**src/pkg/wdt_pkg.sv**
```systemverilog
// package: register map, field positions, reset values and divider settings of the windowed watchdog
package wdt_pkg;

   // ****************************************************************
   // register offsets (byte addresses on the apb)
   // ****************************************************************
   localparam logic [7:0] CONFIG_OFS = 8'h00;   // watchdog_config_word
   localparam logic [7:0] RESET_CTRL_OFS = 8'h04; // reset_control_reg
   localparam logic [7:0] STATUS_OFS = 8'h08;   // interrupt status, read clears
   localparam logic [7:0] MASK_OFS = 8'h0C;     // interrupt mask
   localparam logic [7:0] CMD_OFS = 8'h10;      // instruction strobes from the core
   localparam logic [7:0] COUNT_OFS = 8'h14;    // live postscaler count, read only

   // ****************************************************************
   // watchdog_config_word fields
   // ****************************************************************
   localparam int CFG_POST_LSB = 0;     // postscale_select <3:0>
   localparam int CFG_PRE_BIT = 4;      // prescale_select
   localparam int CFG_WIN_LSB = 7;      // window_select <8:7>
   localparam int CFG_WINOFF_BIT = 6;   // window_disable
   localparam int CFG_HARDEN_BIT = 9;   // hard_watchdog_enable
   localparam logic [9:0] CFG_RESET = 10'h04F; // window off, /32, 1:32768

   // ****************************************************************
   // reset_control_reg fields
   // ****************************************************************
   localparam int RC_IDLE_BIT = 2;
   localparam int RC_SLEEP_BIT = 3;
   localparam int RC_TMO_BIT = 4;       // watchdog_timeout_flag
   localparam int RC_SWEN_BIT = 5;      // soft_watchdog_enable

   // ****************************************************************
   // command register strobes
   // ****************************************************************
   localparam int CMD_CLEAR_BIT = 0;    // clear_watchdog_instr
   localparam int CMD_SLEEP_BIT = 1;    // power_save_instr, sleep
   localparam int CMD_IDLE_BIT = 2;     // power_save_instr, idle
   localparam int CMD_WAKE_BIT = 3;     // exit of power save by other source
   localparam int CMD_SWITCH_BIT = 4;   // clock switch completed

   // ****************************************************************
   // interrupt status bits
   // ****************************************************************
   localparam int IRQ_TIMEOUT_BIT = 0;
   localparam int IRQ_WINFAULT_BIT = 1;
   localparam int IRQ_WAKE_BIT = 2;

   // ****************************************************************
   // oscillator and divider figures
   // ****************************************************************
   localparam int OSC_NOM_HZ = 32000;   // nominal low_power_rc_osc rate
   localparam int PCLK_HZ = 40000000;   // bus clock rate
   localparam int PRE_SHORT = 32;       // 5-bit prescaler
   localparam int PRE_LONG = 128;       // 7-bit prescaler
   localparam int POST_BITS = 16;       // enough for 1:32768

   // power state of the core
   typedef enum logic [1:0] {
      PWR_RUN = 2'b00,
      PWR_SLEEP = 2'b01,
      PWR_IDLE = 2'b10
   } wdt_pwr_type;

endpackage

```
**src/rtl/wdt_top.sv**
```systemverilog
// windowed watchdog timer with apb register access
`timescale 1ns/1ps
// What this block does
// - clocked by rc oscillator, enabling forces it on
// - prescaler divides by 32 or 128
// - postscaler selects 1:1 to 1:32768
// - reset and clock switch clear counts
// - power save entry clears counts
// - power save exit clears counts
// - clear instruction resets counts periodically
// - runs in sleep/idle, time-out wakes
// - hard enable runs it until reset or a config word write clears the bit
// - otherwise soft enable bit runs it
// - soft enable clears on reset
// - timeout flag set, cleared only by software or reset
// - window mode limits when clear allowed
module wdt_top #(
   parameter int CLK_HZ = wdt_pkg::PCLK_HZ,
   parameter int OSC_HZ = wdt_pkg::OSC_NOM_HZ
)
(
   // apb slave
   input wire logic pclk,
   input wire logic presetn,
   input wire logic psel,
   input wire logic penable,
   input wire logic pwrite,
   input wire logic [7:0] paddr,
   input wire logic [31:0] pwdata,
   output logic [31:0] prdata,
   output logic pready,
   output logic pslverr,
   // to the core
   output logic wake_req,
   output logic device_reset_req,
   output logic osc_on,
   output logic irq
);
   // ****************************************************************
   // declarations
   // ****************************************************************
   logic [9:0] cfg_r;                 // watchdog_config_word
   logic sw_en_r;                     // soft_watchdog_enable
   logic tmo_flag_r; // watchdog_timeout_flag
   logic sleep_r;                     // sleep status flag
   logic idle_r;                      // idle status flag
   logic [2:0] stat_r;                // sticky interrupt status
   logic [2:0] mask_r;                // interrupt mask
   logic [6:0] pre_r;                 // prescaler count
   logic [15:0] post_r;               // postscaler count
   wdt_pkg::wdt_pwr_type pwr_r;       // core power state
   logic enabled;                     // watchdog running
   logic tick; // oscillator period tick
   logic wr;                          // write access phase
   logic rd;                          // read access phase
   logic cmd_wr;                      // write to command register
   logic clr_cmd;                     // clear_watchdog_instr
   logic save_cmd;                    // power_save_instr
   logic wake_cmd;                    // external wake
   logic sw_cmd;                      // clock switch completed
   logic pre_done;                    // prescaler wraps
   logic timeout;                     // postscaler reached its ratio
   logic win_fault;                   // clear before window opens
   logic clear_counts;                // clear all divider stages
   logic [15:0] post_last;            // terminal postscaler count
   logic [15:0] win_open;             // count at which window opens
   logic [6:0] pre_last;              // terminal prescaler count
   logic [1:0] win_sel;               // window_select field

   // ****************************************************************
   // enable and oscillator
   // ****************************************************************
   assign enabled = cfg_r[wdt_pkg::CFG_HARDEN_BIT] | sw_en_r;

   // oscillator is forced on with the watchdog
   wdt_osc_tick #(
      .CLK_HZ(CLK_HZ),
      .OSC_HZ(OSC_HZ)
   ) u_osc (
      .pclk(pclk),
      .presetn(presetn),
      .run(enabled),
      .tick(tick)
   );

   // ****************************************************************
   // apb decode and command strobes
   // ****************************************************************
   // only the edge that completes the access acts, so a strobe never repeats
   assign wr = psel & penable & pready & pwrite;
   assign rd = psel & penable & pready & ~pwrite;
   assign cmd_wr = wr & (paddr == wdt_pkg::CMD_OFS);
   assign clr_cmd = cmd_wr & pwdata[wdt_pkg::CMD_CLEAR_BIT] & (pwr_r == wdt_pkg::PWR_RUN);
   assign save_cmd = cmd_wr & (pwdata[wdt_pkg::CMD_SLEEP_BIT] | pwdata[wdt_pkg::CMD_IDLE_BIT])
                     & (pwr_r == wdt_pkg::PWR_RUN);
   assign wake_cmd = cmd_wr & pwdata[wdt_pkg::CMD_WAKE_BIT] & (pwr_r != wdt_pkg::PWR_RUN);
   assign sw_cmd = cmd_wr & pwdata[wdt_pkg::CMD_SWITCH_BIT];

   // ****************************************************************
   // divider terminal values
   // ****************************************************************
   assign pre_last = cfg_r[wdt_pkg::CFG_PRE_BIT] ? 7'(wdt_pkg::PRE_LONG - 1)
                                                  : 7'(wdt_pkg::PRE_SHORT - 1);
   assign post_last = 16'((32'h1 << cfg_r[wdt_pkg::CFG_POST_LSB +: 4]) - 32'h1);
   assign win_sel = cfg_r[wdt_pkg::CFG_WIN_LSB +: 2];

   // window opens at 25, 37.5, 50 or 75 percent of the period
   always_comb
   begin
      case (win_sel)
         2'b00: win_open = 16'(post_last - (post_last >> 2));
         2'b01: win_open = post_last >> 1;
         2'b10: win_open = 16'(post_last - (post_last >> 1) - (post_last >> 3));
         2'b11: win_open = post_last >> 2;
         default: win_open = post_last;
      endcase
   end

   assign pre_done = tick & (pre_r == pre_last);
   assign timeout = enabled & pre_done & (post_r == post_last);
   assign win_fault = clr_cmd & enabled & ~cfg_r[wdt_pkg::CFG_WINOFF_BIT]
                      & (post_r < win_open);
   assign clear_counts = ~enabled | clr_cmd | save_cmd | wake_cmd | sw_cmd
                         | (timeout & (pwr_r != wdt_pkg::PWR_RUN));

   // ****************************************************************
   // prescaler and postscaler
   // ****************************************************************
   always_ff @(posedge pclk or negedge presetn)
   begin
      if (!presetn)
      begin
         pre_r <= 7'h00;
         post_r <= 16'h0000;
      end
      else if (clear_counts)
      begin
         pre_r <= 7'h00;
         post_r <= 16'h0000;
      end
      else if (tick)
      begin
         // counting continues in any power state
         if (pre_done)
         begin
            pre_r <= 7'h00;
            post_r <= (post_r == post_last) ? 16'h0000 : post_r + 16'h0001;
         end
         else
         begin
            pre_r <= pre_r + 7'h01;
         end
      end
   end

   // ****************************************************************
   // power state of the core
   // ****************************************************************
   always_ff @(posedge pclk or negedge presetn)
   begin
      if (!presetn)
      begin
         pwr_r <= wdt_pkg::PWR_RUN;
      end
      else
      begin
         case (pwr_r)
            wdt_pkg::PWR_RUN:
               if (save_cmd)
                  pwr_r <= pwdata[wdt_pkg::CMD_SLEEP_BIT] ? wdt_pkg::PWR_SLEEP : wdt_pkg::PWR_IDLE;
            wdt_pkg::PWR_SLEEP, wdt_pkg::PWR_IDLE:
               // a time-out or an outside wake returns to run
               if (timeout | wake_cmd)
                  pwr_r <= wdt_pkg::PWR_RUN;
            default:
               pwr_r <= wdt_pkg::PWR_RUN;
         endcase
      end
   end

   // ****************************************************************
   // configuration word
   // ****************************************************************
   always_ff @(posedge pclk or negedge presetn)
   begin
      if (!presetn)
         cfg_r <= wdt_pkg::CFG_RESET;
      else if (wr & (paddr == wdt_pkg::CONFIG_OFS))
         cfg_r <= pwdata[9:0];
   end

   // ****************************************************************
   // reset control register
   // ****************************************************************
   always_ff @(posedge pclk or negedge presetn)
   begin
      if (!presetn)
      begin
         sw_en_r <= 1'b0;
         tmo_flag_r <= 1'b0;
         sleep_r <= 1'b0;
         idle_r <= 1'b0;
      end
      else
      begin
         if (wr & (paddr == wdt_pkg::RESET_CTRL_OFS))
         begin
            sw_en_r <= pwdata[wdt_pkg::RC_SWEN_BIT];
            tmo_flag_r <= pwdata[wdt_pkg::RC_TMO_BIT];
            sleep_r <= pwdata[wdt_pkg::RC_SLEEP_BIT];
            idle_r <= pwdata[wdt_pkg::RC_IDLE_BIT];
         end
         // hardware sets win over software clears
         if (timeout | win_fault)
            tmo_flag_r <= 1'b1;
         if (save_cmd & pwdata[wdt_pkg::CMD_SLEEP_BIT])
            sleep_r <= 1'b1;
         else if (save_cmd)
            idle_r <= 1'b1;
      end
   end

   // ****************************************************************
   // interrupt status and mask
   // ****************************************************************
   always_ff @(posedge pclk or negedge presetn)
   begin
      if (!presetn)
      begin
         stat_r <= 3'h0;
         mask_r <= 3'h0;
      end
      else
      begin
         if (wr & (paddr == wdt_pkg::MASK_OFS))
            mask_r <= pwdata[2:0];
         // a read clears only the bits it returned, so an event after the snapshot survives
         stat_r <= (stat_r & ~((rd & (paddr == wdt_pkg::STATUS_OFS)) ? prdata[2:0] : 3'h0))
                   | {timeout & (pwr_r != wdt_pkg::PWR_RUN), win_fault, timeout};
      end
   end

   // ****************************************************************
   // outputs to the core
   // ****************************************************************
   always_ff @(posedge pclk or negedge presetn)
   begin
      if (!presetn)
      begin
         wake_req <= 1'b0;
         device_reset_req <= 1'b0;
         osc_on <= 1'b0;
         irq <= 1'b0;
      end
      else
      begin
         wake_req <= timeout & (pwr_r != wdt_pkg::PWR_RUN);
         device_reset_req <= (timeout & (pwr_r == wdt_pkg::PWR_RUN)) | win_fault;
         osc_on <= enabled;
         irq <= |(stat_r & mask_r);
      end
   end

   // ****************************************************************
   // apb read data, zero wait states
   // ****************************************************************
   always_ff @(posedge pclk or negedge presetn)
   begin
      if (!presetn)
      begin
         prdata <= 32'h00000000;
         pready <= 1'b0;
         pslverr <= 1'b0;
      end
      else
      begin
         pready <= psel & ~penable;
         pslverr <= 1'b0;
         prdata <= 32'h00000000;
         if (psel & ~penable)
         begin
            case (paddr)
               wdt_pkg::CONFIG_OFS: prdata <= {22'h000000, cfg_r};
               wdt_pkg::RESET_CTRL_OFS: prdata <= {26'h0000000, sw_en_r, tmo_flag_r, sleep_r, idle_r, 2'b00};
               wdt_pkg::STATUS_OFS: prdata <= {29'h00000000, stat_r};
               wdt_pkg::MASK_OFS: prdata <= {29'h00000000, mask_r};
               wdt_pkg::CMD_OFS: prdata <= 32'h00000000;
               wdt_pkg::COUNT_OFS: prdata <= {16'h0000, post_r};
               default: pslverr <= 1'b1;
            endcase
         end
      end
   end
endmodule

```
**src/rtl/wdt_osc_tick.sv**
```systemverilog
// low power rc oscillator model: a tick every oscillator period, derived from pclk
`timescale 1ns/1ps
module wdt_osc_tick #(
   parameter int CLK_HZ = 40000000,
   parameter int OSC_HZ = 32000
)
(
   // clock and reset
   input wire logic pclk,
   input wire logic presetn,
   // control
   input wire logic run,
   // output
   output logic tick
);
   // ****************************************************************
   // divider
   // ****************************************************************
   localparam int DIV = (CLK_HZ / OSC_HZ > 1) ? CLK_HZ / OSC_HZ : 1;
   localparam logic [15:0] LAST = 16'(DIV - 1);

   logic [15:0] cnt_r; // phase of the oscillator

   // oscillator only runs while forced on
   always_ff @(posedge pclk or negedge presetn)
   begin
      if (!presetn)
      begin
         cnt_r <= 16'h0000;
         tick <= 1'b0;
      end
      else if (!run)
      begin
         cnt_r <= 16'h0000;
         tick <= 1'b0;
      end
      else if (cnt_r == LAST)
      begin
         cnt_r <= 16'h0000;
         tick <= 1'b1;
      end
      else
      begin
         cnt_r <= cnt_r + 16'h0001;
         tick <= 1'b0;
      end
   end
endmodule

```
**config.mk**
```make
export PLATFORM = sky130hd
export DESIGN_NAME = wdt_top
export DESIGN_NICKNAME = d
export VERILOG_FILES = /design/src/pkg/wdt_pkg.sv /design/src/rtl/wdt_top.sv /design/src/rtl/wdt_osc_tick.sv
export SDC_FILE = /design/constraint.sdc
export NUM_CORES = 1
export LEC_CHECK = 0
export BUFFER_PORTS_ARGS = -buffer_cell sky130_fd_sc_hd__buf_4
export CAP_MARGIN = 40
export CORE_UTILIZATION = 46
export DETAILED_ROUTE_END_ITERATION = 7
export GPL_ROUTABILITY_DRIVEN = 0
export GPL_TIMING_DRIVEN = 0
export PLACE_DENSITY = 0.65
export SYNTH_ARGS = -nofsm -noshare
export SYNTH_HDL_FRONTEND = slang
export SYNTH_SLANG_ARGS = --single-unit
export TNS_END_PERCENT = 30
```
**constraint.sdc**
```tcl
create_clock -name pclk -period 6.2 [get_ports pclk]
set_clock_uncertainty 0.1 [all_clocks]
set_input_delay 1.55 -clock pclk [delete_from_list [all_inputs] [get_ports pclk]]
set_output_delay 1.55 -clock pclk [all_outputs]
set_load 0.05 [all_outputs]
```
==> impl_metrics.yaml <==
sta:
  hold_violations: 0
  slew_headroom_pct: 54.2
  tightestPinTransition_ns: 0.679
  clock.fmax_mhz: 171
  setup_viol: 0
  tns_ns: 0
  fin_crit_ns: 5.86
  min_period_over_period_pct: 94.5
  hold_slack_ns: 0.405
  finalMaxSlewViolations: 0
yosys:
  yosys_warnings: 0
  synthesis.instances: 845
  synth_edf_count: 0
  synth_cell_types: 85
  ys_seq_area_share_pct: 29.0
  ys_ff_latch: 84
  netlist_area_mm2: 0.00728
  async_flop_share_pct: 100
  synth_flop_cell: "dfrtp_1"
  syn_avg_cell_area_um2: 8.61
floorplan:
  die_h_um: 128
  fp.dieArea_mm2: 0.0163
  start_util_pct: 47.5
  die_x_um: 128
  rows: 45
  core_region_area_mm2: 0.0153
  io_pins: 83
finish:
  layout-drive-gt1-share_pct: 17.9
  syn_to_final_growth_pct: 15.5
  fillers: 1484
  nets: 1030
  regArea_mm2: 0.00211
  multiInputGateArea_mm2: 0.00480
hold_path:
  hold_path_depth: 1
  min_to: "idle_r$_DFF_PN0_"
  hp-class: "flip-flop to flip-flop"
  min_from: "idle_r$_DFF_PN0_"
clock_network:
  root_buffer: "clkbuf_16"
  clk_latency_ns: 0.34
  cts.sink_count: 84
  cts_tree: "built"
  cts.clk_slew.worst_paths_ns: 0.06
  cts.htree.levels: 3
  cts.path.max_buffers: 2
  cts_buffers: 9
placement:
  hpwl_mm: 14.4
  port_buffers: 43
setup_path:
  r2r_start: "cfg_r[1]$_DFFE_PN1P_"
  end_kind: "flip-flop"
  required_ns: 6.37
  worstPathArrival_ns: 6.03
  worst-setup-path-type: "flip-flop to flip-flop"
  critPathMaxFanout: 10
  slowest_delay_ns: 0.57
  rr_endpoint: "tmo_flag_r$_DFFE_PN0P_"
  start_kind: "flip-flop"
  reg2regPathDepth: 29
  rrSetupSlack_ns: 0.34
  slowest_stage: "dfstp_2"
outcome:
  status: "finished, final reports clean"
detailed_routing:
  vias_per_cell: 5.51
  routed_wl_mm: 18.9
  wl_per_cell_um: 16.6
  drt_iter0_markers: 430
  antenna_left: 0
  drt_pass1_iterations: 5
  num_vias: 6253
  drcViolationCount: 0
global_route:
  met2_usage_pct: 36.5
  grt.overflow.total: 0
  grt_pass1_wl_mm: 30.8
  grtUsageMet3_pct: 5.30
  busiest_layer: "met2"
  grt_max_degree: 66
  grt_pass1_vias: 5938
  grt_use_total_pct: 24.1
  antenna_found_initial: 0
  use_met1_pct: 34.6
power_and_ir_drop:
  p_total_mw: 1.26
  vdd_drop_max_v: 0.000143
  powerDensity_mw_per_mm2: 150
  p_leak_nw: 3.88
flow_run:
  cap_viol_max_count: 0
==> synth_stat cells, types with 4 or more instances <==
library cell | count | area, um^2
o21ai_1 | 5 | 25.0
o21a_1 | 7 | 52.6
buf_6 | 9 | 101
o2111ai_1 | 4 | 35.0
or2_2 | 4 | 25.0
a21oi_1 | 41 | 205
fa_1 | 5 | 100
o21bai_1 | 5 | 37.5
nand4_1 | 14 | 87.6
nor4b_1 | 5 | 43.8
dfstp_2 | 5 | 131
xnor2_1 | 27 | 236
and3_1 | 15 | 93.8
or3_1 | 11 | 68.8
nor2b_1 | 10 | 62.6
a31oi_1 | 7 | 43.8
nand2b_1 | 19 | 119
mux2_2 | 13 | 146
nand3_1 | 22 | 110
o21ai_0 | 35 | 175
nor2_1 | 79 | 297
a22oi_1 | 10 | 75.1
inv_1 | 61 | 229
and2_1 | 5 | 31.3
dfrtp_1 | 79 | 1980
ha_1 | 63 | 788
mux4_2 | 5 | 113
nor3_1 | 22 | 110
mux2i_1 | 7 | 70.1
nor4_1 | 5 | 31.3
xor2_1 | 26 | 228
a21o_1 | 15 | 113
o31a_1 | 5 | 43.8
o22ai_1 | 4 | 25.0
clkbuf_1 | 27 | 101
nand2_1 | 72 | 270
a211oi_1 | 5 | 37.5
buf_2 | 4 | 20.0
buf_4 | 17 | 128
==> stage by stage <==
stage          util [%]  worst slack, ns  std cells  instance area (um^2)
2_1_floorplan         -            0.603        863                  7350
3_3_place_gp       51.8           -0.566       1117                  7930
3_5_place_dp       52.0           -0.553       1118                  7960
4_1_cts            54.3           0.0433       1131                  8310
5_1_grt            54.9         -0.00200       1133                  8410
6_report           54.9            0.342       1134                  8410
==> power breakdown <==
part           switching [mW]  internal [mW]  leakage (nW)  total (mW)
Combinational           0.125         0.0807          2.63       0.206
Clock                   0.226          0.274         0.125       0.500
Sequential            0.00335          0.554          1.13       0.557
==> cell usage in the layout (no fill, tap or decap), types with 5 or more instances in the layout <==
master     count
mux2i_1        7
dfrtp_1       79
nor3_1        20
a21oi_1       40
mux2_2        13
mux4_2         5
nand3_1       22
nand2b_1      19
o21ai_1        9
clkbuf_16      9
clkbuf_1      26
nor2_1        74
nor4_1         5
inv_1         60
or3_1         11
and3_1        15
o21a_1         7
a21o_1        15
xor2_1        26
xnor2_1       26
o21ai_0       31
ha_1          61
nand2_1       70
buf_6         12
nor2b_1        9
nand4_1       14
a31oi_1        5
conb_1        20
a22oi_1        9
buf_4         61
o31a_1         5
dfstp_2        5
fa_1           5
==> metal layers <==
layer / up-vias / share of wire [%]
met5: - / 0
met3: 31 / 6.3
met1: 2929 / 48
met2: 176 / 44
met4: 0 / 2.0
li1: 3117 / -
==> logic make-up (layout without fill, tap and decap cells) <==
family,after synthesis,in the layout,share of synthesized area (%)
adders and majority gates,68,68,12.2
xor gates and xnor gates,53,53,6.38
other,2,21,0.103
DFF,84,84,29.0
muxes,25,25,4.52
AOI/OAI and AO/OA,186,186,17.8
and+or+nand+nor,309,309,22.1
buffers and inverters,118,177,7.96
==> critical path: cells and delay by family (launching register included) <==
family          cells  cell delay, ns
buf+inv             5            0.65
simple gates        9            0.93
mux                 1            0.48
fa+ha+maj           5            1.29
flops               1            0.57
xor+xnor            1            0.16
compound gates      8            1.60
==> worst max path at each step <==
stage                          from                         end  slack (ns)  cells after the start
6_report       cfg_r[1]$_DFFE_PN1P_      tmo_flag_r$_DFFE_PN0P_        0.34                     29
5_1_grt        cfg_r[3]$_DFFE_PN1P_      tmo_flag_r$_DFFE_PN0P_      -0.002                     26
4_1_cts        cfg_r[3]$_DFFE_PN1P_      tmo_flag_r$_DFFE_PN0P_        0.04                     26
3_5_place_dp   cfg_r[1]$_DFFE_PN1P_      tmo_flag_r$_DFFE_PN0P_       -0.55                     26
3_3_place_gp   cfg_r[1]$_DFFE_PN1P_  device_reset_req$_DFF_PN0_       -0.57                     26
2_1_floorplan  cfg_r[1]$_DFFE_PN1P_      tmo_flag_r$_DFFE_PN0P_        0.60                     29
==> state kept, by name (all words and copies together) (netlist names), 2 cells and up <==
register	flops
cfg_r	10
pwr_r	2
mask_r	3
prdata	16
post_r	16
u_osc.cnt_r	16
pre_r	7
stat_r	3
==> area by class of cell <==
type	instances	area share, %
flip-flops and latches	84	25.1
clock inverters	6	0.580
multi-input cells	661	57.1
repair buffers	46	4.35
clock buffers	10	2.72
inverters	61	2.75
plain buffers	54	4.21
well taps	211	3.14
diodes	1	0.0298
==> what timing repair did <==
action                                  in CTS  in global routing
buffers inserted                             0                  2
endpoints found under the setup margin       3                  3
hold buffers                                 0                  0
gates resized for setup                     23                 21
pin swaps                                    1                 10
Note: power is estimated with default switching activity, not from simulation.
